**src/hdl/rhd_pkg.sv**
```systemverilog
// package for the root hub first descriptor register block
// assumes a 32-bit host register port addressed by read/write command codes
package rhd_pkg;
    // command codes: read and write of this register
    localparam logic [7:0] RHD_CMD_READ  = 8'h12;
    localparam logic [7:0] RHD_CMD_WRITE = 8'h92;

    // field positions
    localparam int RHD_SETTLE_LSB  = 24;
    localparam int RHD_SETTLE_MSB  = 31;
    localparam int RHD_OC_ABSENT   = 12;
    localparam int RHD_OC_PER_PORT = 11;
    localparam int RHD_COMPOUND    = 10;
    localparam int RHD_PWR_ALWAYS  = 9;
    localparam int RHD_PWR_PER_PRT = 8;
    localparam int RHD_PORTS_MSB   = 1;
    localparam int RHD_PORTS_LSB   = 0;

    // reset and fixed values
    localparam logic [7:0] RHD_SETTLE_RESET     = 8'hFF;
    localparam logic       RHD_OC_ABSENT_RESET  = 1'b0;
    localparam logic       RHD_OC_PORT_RESET    = 1'b1;
    localparam logic       RHD_PWR_ALWAYS_RESET = 1'b0;
    localparam logic       RHD_PWR_PORT_RESET   = 1'b1;
    localparam logic       RHD_COMPOUND_VALUE   = 1'b0;
    localparam logic [1:0] RHD_PORT_COUNT       = 2'h2;
    localparam int         RHD_NPORTS           = 2;

    // settle time unit
    localparam int RHD_SETTLE_UNIT_MS = 2;

    // overcurrent reporting modes
    typedef enum logic [1:0]
    {
        RHD_OC_NONE       = 2'b00,
        RHD_OC_COLLECTIVE = 2'b01,
        RHD_OC_INDIVIDUAL = 2'b10
    } rhd_oc_mode_type;

    // power switching modes
    typedef enum logic [1:0]
    {
        RHD_PWR_ALWAYS_ON = 2'b00,
        RHD_PWR_GANGED    = 2'b01,
        RHD_PWR_PER_PORT  = 2'b10
    } rhd_pwr_mode_type;

    // register fields held in flip-flops
    typedef struct packed
    {
        logic [7:0] settle_time;
        logic       oc_absent;
        logic       oc_per_port;
        logic       pwr_always_on;
        logic       pwr_per_port;
    } rhd_fields_type;

    // power commands from the hub logic
    typedef struct packed
    {
        logic                  global_set;
        logic                  global_clear;
        logic [RHD_NPORTS-1:0] port_set;
        logic [RHD_NPORTS-1:0] port_clear;
    } rhd_pwr_cmd_type;
endpackage

```
**src/hdl/rhd_descriptor_a.sv**
```systemverilog
// root hub first descriptor register and the port power / overcurrent policy it steers
// assumes single-cycle command strobes from the host register interface on CLK
// What this block does
// - settle time byte, bits 31:24, resets 0xFF
// - overcurrent-absent set means no overcurrent reporting
// - overcurrent mode honoured only when absent clear
// - mode 0 collective, 1 per port
// - overcurrent mode resets like power mode, 1
// - compound device flag read-only zero
// - power always-on 0 switched, 1 always powered
// - power mode honoured only when always-on clear
// - power mode 0 switches ports together
// - power mode 1: mask picks per-port or global
// - port count read-only, value two
// - accessible in every host controller state
// - whole 32-bit word accesses only
`timescale 1ns/1ps
module rhd_descriptor_a
(
    CLK,
    RESET_N,
    CMD_VALID,
    CMD_CODE,
    WR_DATA,
    RD_DATA,
    RD_VALID,
    PORT_POWER_MASK,
    PWR_CMD,
    PORT_OC_IN,
    PORT_POWER,
    OC_MODE,
    PWR_MODE,
    OC_GLOBAL,
    OC_PORT
);
    import rhd_pkg::*;
    input  wire logic                           CLK;
    input  wire logic                           RESET_N;
    input  wire logic                           CMD_VALID;
    input  wire logic [7:0]                     CMD_CODE;
    input  wire logic [31:0]                    WR_DATA;
    output logic      [31:0]                    RD_DATA;
    output logic                                RD_VALID;
    input  wire logic [rhd_pkg::RHD_NPORTS-1:0] PORT_POWER_MASK;
    input  wire rhd_pkg::rhd_pwr_cmd_type       PWR_CMD;
    input  wire logic [rhd_pkg::RHD_NPORTS-1:0] PORT_OC_IN;
    output logic      [rhd_pkg::RHD_NPORTS-1:0] PORT_POWER;
    output rhd_pkg::rhd_oc_mode_type            OC_MODE;
    output rhd_pkg::rhd_pwr_mode_type           PWR_MODE;
    output logic                                OC_GLOBAL;
    output logic      [rhd_pkg::RHD_NPORTS-1:0] OC_PORT;

    rhd_fields_type                fields_q;
    rhd_fields_type                fields_d;
    logic [31:0]                   rd_data_q;
    logic [31:0]                   rd_data_d;
    logic                          rd_valid_q;
    logic                          rd_valid_d;
    logic [RHD_NPORTS-1:0]         power_q;
    logic [RHD_NPORTS-1:0]         power_d;
    rhd_oc_mode_type               oc_mode_q;
    rhd_oc_mode_type               oc_mode_d;
    rhd_pwr_mode_type              pwr_mode_q;
    rhd_pwr_mode_type              pwr_mode_d;
    logic                          oc_global_q;
    logic                          oc_global_d;
    logic [RHD_NPORTS-1:0]         oc_port_q;
    logic [RHD_NPORTS-1:0]         oc_port_d;
    // first stage may go metastable; only the second stage feeds logic
    logic [RHD_NPORTS-1:0]         oc_meta_q;
    logic [RHD_NPORTS-1:0]         oc_sync_q;
    logic [31:0]                   image;

    // the settle time is only held for software to read back; no timer runs from it,
    // so the wait before touching a newly powered port is the driver's job
    // register image as seen by a read; no state gating, so any controller state works
    always_comb
    begin
        image = 32'h0000_0000;
        image[RHD_SETTLE_MSB:RHD_SETTLE_LSB] = fields_q.settle_time;
        image[RHD_OC_ABSENT]   = fields_q.oc_absent;
        image[RHD_OC_PER_PORT] = fields_q.oc_per_port;
        image[RHD_COMPOUND]    = RHD_COMPOUND_VALUE;
        image[RHD_PWR_ALWAYS]  = fields_q.pwr_always_on;
        image[RHD_PWR_PER_PRT] = fields_q.pwr_per_port;
        image[RHD_PORTS_MSB:RHD_PORTS_LSB] = RHD_PORT_COUNT;
    end

    // command decode: one full word per access, only writable fields taken
    always_comb
    begin
        fields_d   = fields_q;
        rd_data_d  = rd_data_q;
        rd_valid_d = 1'b0;
        // one code per strobe, so a read and a write never meet in one cycle
        if (CMD_VALID && CMD_CODE == RHD_CMD_WRITE)
        begin
            fields_d.settle_time   = WR_DATA[RHD_SETTLE_MSB:RHD_SETTLE_LSB];
            fields_d.oc_absent     = WR_DATA[RHD_OC_ABSENT];
            fields_d.oc_per_port   = WR_DATA[RHD_OC_PER_PORT];
            fields_d.pwr_always_on = WR_DATA[RHD_PWR_ALWAYS];
            fields_d.pwr_per_port  = WR_DATA[RHD_PWR_PER_PRT];
        end
        else if (CMD_VALID && CMD_CODE == RHD_CMD_READ)
        begin
            rd_data_d  = image;
            rd_valid_d = 1'b1;
        end
    end

    // effective modes decoded from the fields
    always_comb
    begin
        if (fields_q.oc_absent)
            oc_mode_d = RHD_OC_NONE;
        else if (fields_q.oc_per_port)
            oc_mode_d = RHD_OC_INDIVIDUAL;
        else
            oc_mode_d = RHD_OC_COLLECTIVE;
        // always-on outranks the switching mode bit
        if (fields_q.pwr_always_on)
            pwr_mode_d = RHD_PWR_ALWAYS_ON;
        else if (fields_q.pwr_per_port)
            pwr_mode_d = RHD_PWR_PER_PORT;
        else
            pwr_mode_d = RHD_PWR_GANGED;
    end

    // port power and overcurrent reporting, one slice per port
    genvar gi;
    generate
        for (gi = 0; gi < RHD_NPORTS; gi++)
        begin : g_port
            logic use_port_cmd;
            always_comb
            begin
                use_port_cmd = 1'b0;
                power_d[gi]  = power_q[gi];
                case (pwr_mode_q)
                    RHD_PWR_ALWAYS_ON:
                        power_d[gi] = 1'b1;
                    RHD_PWR_GANGED:
                    begin
                        // all ports follow the global command together
                        if (PWR_CMD.global_set)
                            power_d[gi] = 1'b1;
                        else if (PWR_CMD.global_clear)
                            power_d[gi] = 1'b0;
                    end
                    RHD_PWR_PER_PORT:
                    begin
                        // a masked port hears only its own command, set beating clear
                        use_port_cmd = PORT_POWER_MASK[gi];
                        if (use_port_cmd && PWR_CMD.port_set[gi])
                            power_d[gi] = 1'b1;
                        else if (use_port_cmd && PWR_CMD.port_clear[gi])
                            power_d[gi] = 1'b0;
                        else if (!use_port_cmd && PWR_CMD.global_set)
                            power_d[gi] = 1'b1;
                        else if (!use_port_cmd && PWR_CMD.global_clear)
                            power_d[gi] = 1'b0;
                    end
                    default:
                        power_d[gi] = power_q[gi];
                endcase
                // per-port report stays quiet outside individual mode
                oc_port_d[gi] = (oc_mode_q == RHD_OC_INDIVIDUAL) && oc_sync_q[gi];
            end
        end
    endgenerate

    // collective report ors all ports; silent when reporting absent
    always_comb
    begin
        oc_global_d = (oc_mode_q == RHD_OC_COLLECTIVE) && (|oc_sync_q);
    end

    // registers; overcurrent pins are asynchronous so they go through two stages
    always_ff @(posedge CLK or negedge RESET_N)
    begin
        if (!RESET_N)
        begin
            fields_q.settle_time   <= RHD_SETTLE_RESET;
            fields_q.oc_absent     <= RHD_OC_ABSENT_RESET;
            fields_q.oc_per_port   <= RHD_OC_PORT_RESET;
            fields_q.pwr_always_on <= RHD_PWR_ALWAYS_RESET;
            fields_q.pwr_per_port  <= RHD_PWR_PORT_RESET;
            rd_data_q              <= 32'h0000_0000;
            rd_valid_q             <= 1'b0;
            power_q                <= '0;
            oc_mode_q              <= RHD_OC_INDIVIDUAL;
            pwr_mode_q             <= RHD_PWR_PER_PORT;
            oc_global_q            <= 1'b0;
            oc_port_q              <= '0;
            oc_meta_q              <= '0;
            oc_sync_q              <= '0;
        end
        else
        begin
            fields_q    <= fields_d;
            rd_data_q   <= rd_data_d;
            rd_valid_q  <= rd_valid_d;
            power_q     <= power_d;
            oc_mode_q   <= oc_mode_d;
            pwr_mode_q  <= pwr_mode_d;
            oc_global_q <= oc_global_d;
            oc_port_q   <= oc_port_d;
            oc_meta_q   <= PORT_OC_IN;
            oc_sync_q   <= oc_meta_q;
        end
    end

    // every output straight from its register, so no decode glitch reaches a pin
    assign RD_DATA   = rd_data_q;
    assign RD_VALID  = rd_valid_q;
    assign PORT_POWER = power_q;
    assign OC_MODE   = oc_mode_q;
    assign PWR_MODE  = pwr_mode_q;
    assign OC_GLOBAL = oc_global_q;
    assign OC_PORT   = oc_port_q;
endmodule

```
**config.mk**
```make
export PLATFORM = sky130hd
export DESIGN_NAME = rhd_descriptor_a
export DESIGN_NICKNAME = d
export VERILOG_FILES = /design/src/hdl/rhd_pkg.sv /design/src/hdl/rhd_descriptor_a.sv
export SDC_FILE = /design/constraint.sdc
export NUM_CORES = 1
export LEC_CHECK = 0
export BUFFER_PORTS_ARGS = -buffer_cell sky130_fd_sc_hd__buf_4
export CAP_MARGIN = 20
export CORE_UTILIZATION = 44
export DETAILED_ROUTE_END_ITERATION = 8
export HOLD_SLACK_MARGIN = 0.02
export PLACE_DENSITY_LB_ADDON = 0.3
export SYNTH_ARGS = -nofsm -noshare
export SYNTH_HDL_FRONTEND = slang
export SYNTH_SLANG_ARGS = --single-unit
export TNS_END_PERCENT = 5
```
**constraint.sdc**
```tcl
create_clock -name CLK -period 2.2 [get_ports CLK]
set_clock_uncertainty 0.2 [all_clocks]
set_input_delay 0.22 -clock CLK [delete_from_list [all_inputs] [get_ports CLK]]
set_output_delay 0.22 -clock CLK [all_outputs]
set_load 0.05 [all_outputs]
```
==> impl_metrics.ini, run 1 <==
[status]
outcome = finished clean

[placed_design]
post-place-ws_ns = 0.211
dpl.cell_count = 224
placement.cell_area_um2 = 2140
port-buffer-count = 55
gp_congestion = 0.846
dp_hpwl_um = 2210

[critical_path]
setup.worst_path.start_class = flip-flop
worst-endpoint-arrival_ns = 1.83
timing.setup.critical_path_class = reg -> reg
crit_path_max_incr_delay_ns = 0.55
path_cells = inv_1 > ha_1 > nor3b_1 > o41a_1 > a31oi_1
worst_ep_required_time_ns = 2.20
timing.critical_path.fanout_max = 4
crit_slowest_cell = sky130_fd_sc_hd__dfstp_2
end_kind = flip-flop

[yosys]
post_synth.cell_area_avg_um2 = 14.2
mappedNetlistArea_um2 = 1750
synth-seq-area-share_pct = 56.7
synthesis.yosys.warnings = 0
synth.lib_cells_used.distinct = 24
synth-seq-cells = 39
postSynthCellCount = 123

[clocking]
clock_sink_count = 39
cts_htree_levels = 2
clock_path_buffers = 2
root_buffer = sky130_fd_sc_hd__clkbuf_8
cts_buffers = 5
post_cts_resize_count = 0
cts.clk_slew.worst_paths_ns = 0.07
clock_latency_ns = 0.28
cts_tree = done

[finish]
final_cells = 247
fin_nets = 254
ratio_of_cells_with_drive_above_1_in_the_final_layout_pct = 52.3
layout.cell_area.non_filler_um2 = 2400
layout.filler_cells = 294
area_delta_synth_final_pct = 37.4
finalCoreUtilization_pct = 64.2
insertedDiodeCount = 0

[timing]
rsz0062_at_grt = false
setup_viol_count_final = 0
worstMarginPinSlew_ns = 0.503
drv_slew = 0
timing.final.hold_violations = 0
layout_min_cycle_time_ns = 1.83
slew_headroom_pct = 66.4
fin_crit_sh_pct = 83.0
tns_ns = 0
holdWs_ns = 0.0535
setup_slack_ns = 0.374
fmax_mhz = 548

[floorplanning]
io_pins = 95
initial_core_util_pct = 46.7
fp.dieArea_um2 = 4230
placement_rows = 22
die_h_um = 65.1
die_w_um = 65.1
fp.coreArea_um2 = 3740

[power]
power.static_leakage_nw = 1.23
totalPowerFinal_mw = 1.68
ir_worst_vdd_v = 0.000462
power.density_cell_area_nw_per_um2 = 700

[flow_run]
maxCapViolations = 0

[grt]
antenna_violations_before_repair = 0
grt_remaining_overflow = 0
first_pass_grt_wire_length_um = 5080
grt_start_max_net_pins = 40
globalRouteTotalUtil_pct = 16.4
first_global_vias = 1119

[drt]
routed_vias = 1152
first_pass_iteration_count_of_the_detailed_router = 4
drc_errors = 0
routed_wire_length_um = 3170
detailedRoute.firstIterationViolations = 30
routed_via_density = 4.66
wire_per_inst_um = 12.8
drt.antenna.violating_nets = 0

[hold_path]
worstHoldPathType = in -> reg
worst max-delay path, delay by kind of cell, from the launching register on:
kind,cells,cell delay (ns)
buf+inv,1,0.04
fa+ha+maj,1,0.20
compound gates,2,0.56
flops,1,0.55
simple gates,1,0.19
what timing repair did:
| action | in CTS | in global routing |
|---|---|---|
| setup buffers | 0 | 0 |
| hold buffers | 15 | 0 |
| endpoints found under the hold margin | 41 | 0 |
power breakdown:
group	total [mW]	internal (mW)	switching [mW]
Combinational	0.303	0.112	0.191
Sequential	0.777	0.757	0.0196
Clock	0.602	0.367	0.235
Total	1.68	1.24	0.446
cells by family (layout without fill, tap and decap cells):
family	count (synthesis)	in the layout	synth area share, %
simple gates	22	22	9.80
compound gates	8	8	3.29
fa+ha+maj	3	3	2.15
other cells	1	19	0.214
mux	24	24	17.6
buf+inv	26	84	10.3
flops	39	39	56.7
cells in the mapped netlist (all sizes together):
cell type  instances  area, µm²
ha                 3       37.5
dfrtp             27        676
or2                1       6.26
buf               21        161
and3b              2       17.5
nor2               3       11.3
a31oi              4       25.0
nor4b              2       17.5
conb               1       3.75
dfstp             12        315
mux2              24        308
nor2b              4       25.0
or4b               1       13.8
nor4bb             2       20.0
inv                5       18.8
nor3b              2       15.0
or3                1       11.3
nor4               2       12.5
o41a               2       22.5
o21ai              2       10.0
nand4bb            1       11.3
nor3               1       10.0
area by class of cell:
class | count | area [µm²] | area share [%]
Tap cell | 48 | 60.1 | 2.50
Sequential cell | 39 | 991 | 41.2
Clock buffer | 6 | 82.6 | 3.44
Inverter | 5 | 18.8 | 0.781
Multi-Input combinational cell | 76 | 646 | 26.9
Timing Repair Buffer | 71 | 571 | 23.7
Clock inverter | 2 | 35.0 | 1.46
per-layer routing:
metal	vias to the layer above	part of all wire (%)	track usage [%]
met1	551	40	19.1
met5	-	0	0
met2	55	54	28.0
met3	2	5.2	4.93
li1	544	-	-
met4	0	0.69	6.52
layout by cell type (no fill, tap or decap), types with 2 or more instances in the layout:
| cell type | n |
|---|---|
| sky130_fd_sc_hd__buf_4 | 56 |
| sky130_fd_sc_hd__dfrtp_1 | 27 |
| sky130_fd_sc_hd__conb_1 | 19 |
| sky130_fd_sc_hd__dlygate4sd3_1 | 15 |
| sky130_fd_sc_hd__mux2_2 | 14 |
| sky130_fd_sc_hd__dfstp_2 | 12 |
| sky130_fd_sc_hd__mux2_4 | 10 |
| sky130_fd_sc_hd__clkbuf_8 | 6 |
| sky130_fd_sc_hd__inv_1 | 5 |
| sky130_fd_sc_hd__nor2b_1 | 4 |
| sky130_fd_sc_hd__a31oi_1 | 4 |
| sky130_fd_sc_hd__nor2_1 | 3 |
| sky130_fd_sc_hd__ha_1 | 3 |
| sky130_fd_sc_hd__and3b_1 | 2 |
| sky130_fd_sc_hd__nor3b_1 | 2 |
| sky130_fd_sc_hd__nor4b_1 | 2 |
| sky130_fd_sc_hd__nor4bb_1 | 2 |
| sky130_fd_sc_hd__nor4_1 | 2 |
| sky130_fd_sc_hd__o21ai_0 | 2 |
| sky130_fd_sc_hd__o41a_1 | 2 |
worst paths after layout:
kind                                       to  slack, ns  cells after the start         start
max in group asynchronous         PWR_MODE[1]       1.22                      2       RESET_N
worst min register to register   oc_sync_q[0]       0.15                      0  oc_meta_q[0]
worst max-delay path            PORT_POWER[1]       0.37                      5   PWR_MODE[1]
worst min-delay path            PORT_POWER[0]       0.05                      3    PWR_CMD[5]
min in group asynchronous          RD_DATA[1]       0.23                      2       RESET_N
worst max register to register  PORT_POWER[1]       0.37                      5   PWR_MODE[1]
registers in the layout, indices dropped and copies added, names as in the netlist, 2 cells and up:
| signal | count |
|---|---|
| RD_DATA | 13 |
| PWR_MODE | 2 |
| oc_sync_q | 2 |
| PORT_POWER | 2 |
| fields_q | 12 |
| oc_meta_q | 2 |
| OC_PORT | 2 |
| OC_MODE | 2 |
Note: power is estimated with default switching activity, not from simulation.
==> run 2: changes to the inputs <==
ABC_AREA = 1   (was not set)
CORE_UTILIZATION = 41   (was 44)
clock period = 1.58 ns   (was 2.2 ns; I/O delays follow)
==> run 2 against run 1 <==
- combinational power rose by 47%
- cell area is 8.9% higher
- sequential share of layout area fell by 3.2 points
- final cell count increased by 38%
- largest cell class unchanged
==> impl_metrics.ini, run 2 <==
[yosys]
post_synth.cell_area_avg_um2 = 9.07
synthesis.yosys.warnings = 0
dominantRegCellSynth = sky130_fd_sc_hd__dfrtp_1
synth.lib_cells_used.distinct = 21
postSynthCellCount = 206
ys_top_cells_by_count = sky130_fd_sc_hd__nand2_1 (64), sky130_fd_sc_hd__inv_1 (28), sky130_fd_sc_hd__dfrtp_1 (27), sky130_fd_sc_hd__buf_4 (19)
ys_top_cells_by_area = sky130_fd_sc_hd__dfrtp_1 (36%), sky130_fd_sc_hd__dfstp_2 (17%), sky130_fd_sc_hd__nand2_1 (13%)
synth-seq-cells = 39
synth_edf_count = 0
synth-seq-area-share_pct = 53.0
mappedNetlistArea_um2 = 1870
post-synth-top-area-cell = sky130_fd_sc_hd__dfrtp_1
synthArstFlopShare_pct = 100
share_of_the_synthesized_area_in_the_top_cell_type_pct = 36.1
synthMostInstantiatedCell = sky130_fd_sc_hd__nand2_1

[grt]
first_global_vias = 1395
first_pass_grt_wire_length_um = 5940
globalRouteTotalUtil_pct = 15.4
grt_start_max_net_pins = 40
antenna_violations_before_repair = 0
grt_remaining_overflow = 0

[floorplanning]
fp.dieArea_um2 = 4830
io_pins = 95
die_w_um = 69.5
placement_rows = 24
die_h_um = 69.5
fp.coreArea_um2 = 4350
initial_core_util_pct = 42.9

[placed_design]
gp_congestion = 0.734
placement.cell_area_um2 = 2270
port-buffer-count = 55
dp_hpwl_um = 2270

[finish]
largest_reg_flops = 13
insertedDiodeCount = 0
most_common_cell_after_layout_fill_and_taps_aside = sky130_fd_sc_hd__nand2_1
layout_common_cells = sky130_fd_sc_hd__nand2_1 (64), sky130_fd_sc_hd__buf_4 (58), sky130_fd_sc_hd__inv_1 (27)
fin_nets = 345
ratio_of_cells_with_drive_above_1_in_the_final_layout_pct = 34.1
layout.cell_area.non_filler_um2 = 2620
area_delta_synth_final_pct = 40.0
layout.filler_cells = 402

[critical_path]
timing.critical_path.fanout_max = 1
timing.setup.critical_path_class = in -> reg
end_kind = flip-flop
ff2ff_setup_slack_ns = 0.08
setup.worst_path.start_class = input pin
worst_r2r_path_depth = 6
reg2reg_to = PORT_POWER[1]
worst_ep_required_time_ns = 1.60
r2r-start = PWR_MODE[1]
worst-endpoint-arrival_ns = 1.53

[clocking]
root_buffer = sky130_fd_sc_hd__clkbuf_8
cts_tree = done
clock_latency_ns = 0.28
clock_path_buffers = 2
cts_htree_levels = 2
cts.clk_slew.worst_paths_ns = 0.08
clock_sink_count = 39
cts_buffers = 5

[drt]
routed_vias = 1493
drc_errors = 0
wire_per_inst_um = 10.2
routed_via_density = 4.37
drt.antenna.violating_nets = 0
routed_wire_length_um = 3480
first_pass_iteration_count_of_the_detailed_router = 4
detailedRoute.firstIterationViolations = 70

[timing]
fmax_mhz = 665
setup_viol_count_final = 0
rsz0062_at_grt = false
timing.final.hold_violations = 0
drv_slew = 0
fin_crit_sh_pct = 95.1
tns_ns = 0
layout_min_cycle_time_ns = 1.50

[status]
outcome = finished clean

[power]
power.density_cell_area_nw_per_um2 = 826
power.static_leakage_nw = 1.33
ir_worst_vdd_v = 0.000511

[hold_path]
min_to = fields_q[3]
min_path_cells = 3
worstHoldPathType = in -> reg
hold_path_startpoint = CMD_CODE[7]

[flow_run]
maxCapViolations = 0
-- run 2: changes by cell type after synthesis, moves of 10 or more --
cell	previous run	this run
sky130_fd_sc_hd__inv_1	5	28
sky130_fd_sc_hd__mux2_2	14	0
sky130_fd_sc_hd__mux2_4	10	0
sky130_fd_sc_hd__nand2_1	0	64
sky130_fd_sc_hd__nand4_1	0	12
sky130_fd_sc_hd__o21ai_2	0	12
-- run 2: cells by family after synthesis --
family | count (synthesis) | share of synthesized area (%)
buf+inv | 53 | 15.8
simple gates | 96 | 22.8
other cells | 1 | 0.201
fa+ha+maj | 3 | 2.01
compound gates | 14 | 6.16
flops | 39 | 53.0
-- run 2: cell type report --
class                           instances  area [µm²]  area share, %
Clock inverter                          2        12.5          0.478
Multi-Input combinational cell        132         681           26.0
Tap cell                               52        65.1           2.49
Clock buffer                            6        72.6           2.77
Sequential cell                        39         996           38.0
Timing Repair Buffer                   83         686           26.2
Inverter                               28         105           4.02
-- run 2: what timing repair did --
| item | CTS | global route |
|---|---|---|
| resized for setup | 0 | 2 |
| setup buffers | 0 | 0 |
| endpoints found under the setup margin | 0 | 2 |
| hold buffers | 25 | 0 |
| hold endpoints to repair | 53 | 0 |
-- run 2: per-layer routing --
| layer | global-route usage [%] | vias to the layer above | share of wire (%) |
|---|---|---|---|
| met5 | 0 | - | 0 |
| met4 | 5.44 | 0 | 1.1 |
| met3 | 3.63 | 5 | 5.2 |
| met2 | 28.4 | 46 | 53 |
| met1 | 17.2 | 682 | 41 |
| li1 | - | 760 | - |
-- run 2: per-stage QoR --
stage / setup slack, ns / power (mW) / hold WS (ns) / std cells / util, %
after detailed placement: 0.0623 / 1.50 / -0.0478 / 309 / 52.2
after global placement: 0.0691 / 1.50 / -0.0457 / 309 / 52.2
after floorplan: 0.0197 / 1.40 / -0.338 / 224 / -
after global routing: 0.00636 / 2.26 / 0.0379 / 342 / 60.1
after CTS: 0.0524 / 2.18 / 0.0257 / 342 / 59.9
final: 0.0771 / 2.16 / 0.0316 / 342 / 60.1
-- run 2: worst max-delay path by stage --
stage	start	end	slack [ns]
final	WR_DATA[11]	fields_q[2]	0.08
after global routing	PWR_MODE[1]	PORT_POWER[0]	0.006
after CTS	PWR_MODE[1]	PORT_POWER[1]	0.05
after detailed placement	PWR_MODE[1]	PORT_POWER[1]	0.06
after global placement	PWR_MODE[1]	PORT_POWER[1]	0.07
after floorplan	PWR_MODE[1]	PORT_POWER[0]	0.02
-- run 2: report_power, final --
part           total, mW  internal (mW)  leakage (nW)  switching (mW)
Sequential          1.08           1.05         0.470          0.0244
Combinational      0.445          0.147         0.819           0.297
Clock              0.638          0.308        0.0412           0.330
-- run 2: critical path, cell delays in order --
cell and delay [ns]:
sky130_fd_sc_hd__dlygate4sd3_1 0.56, sky130_fd_sc_hd__buf_4 0.14, sky130_fd_sc_hd__nand4_1 0.07, sky130_fd_sc_hd__dlygate4sd3_1 0.55, sky130_fd_sc_hd__nand2_1 0.06
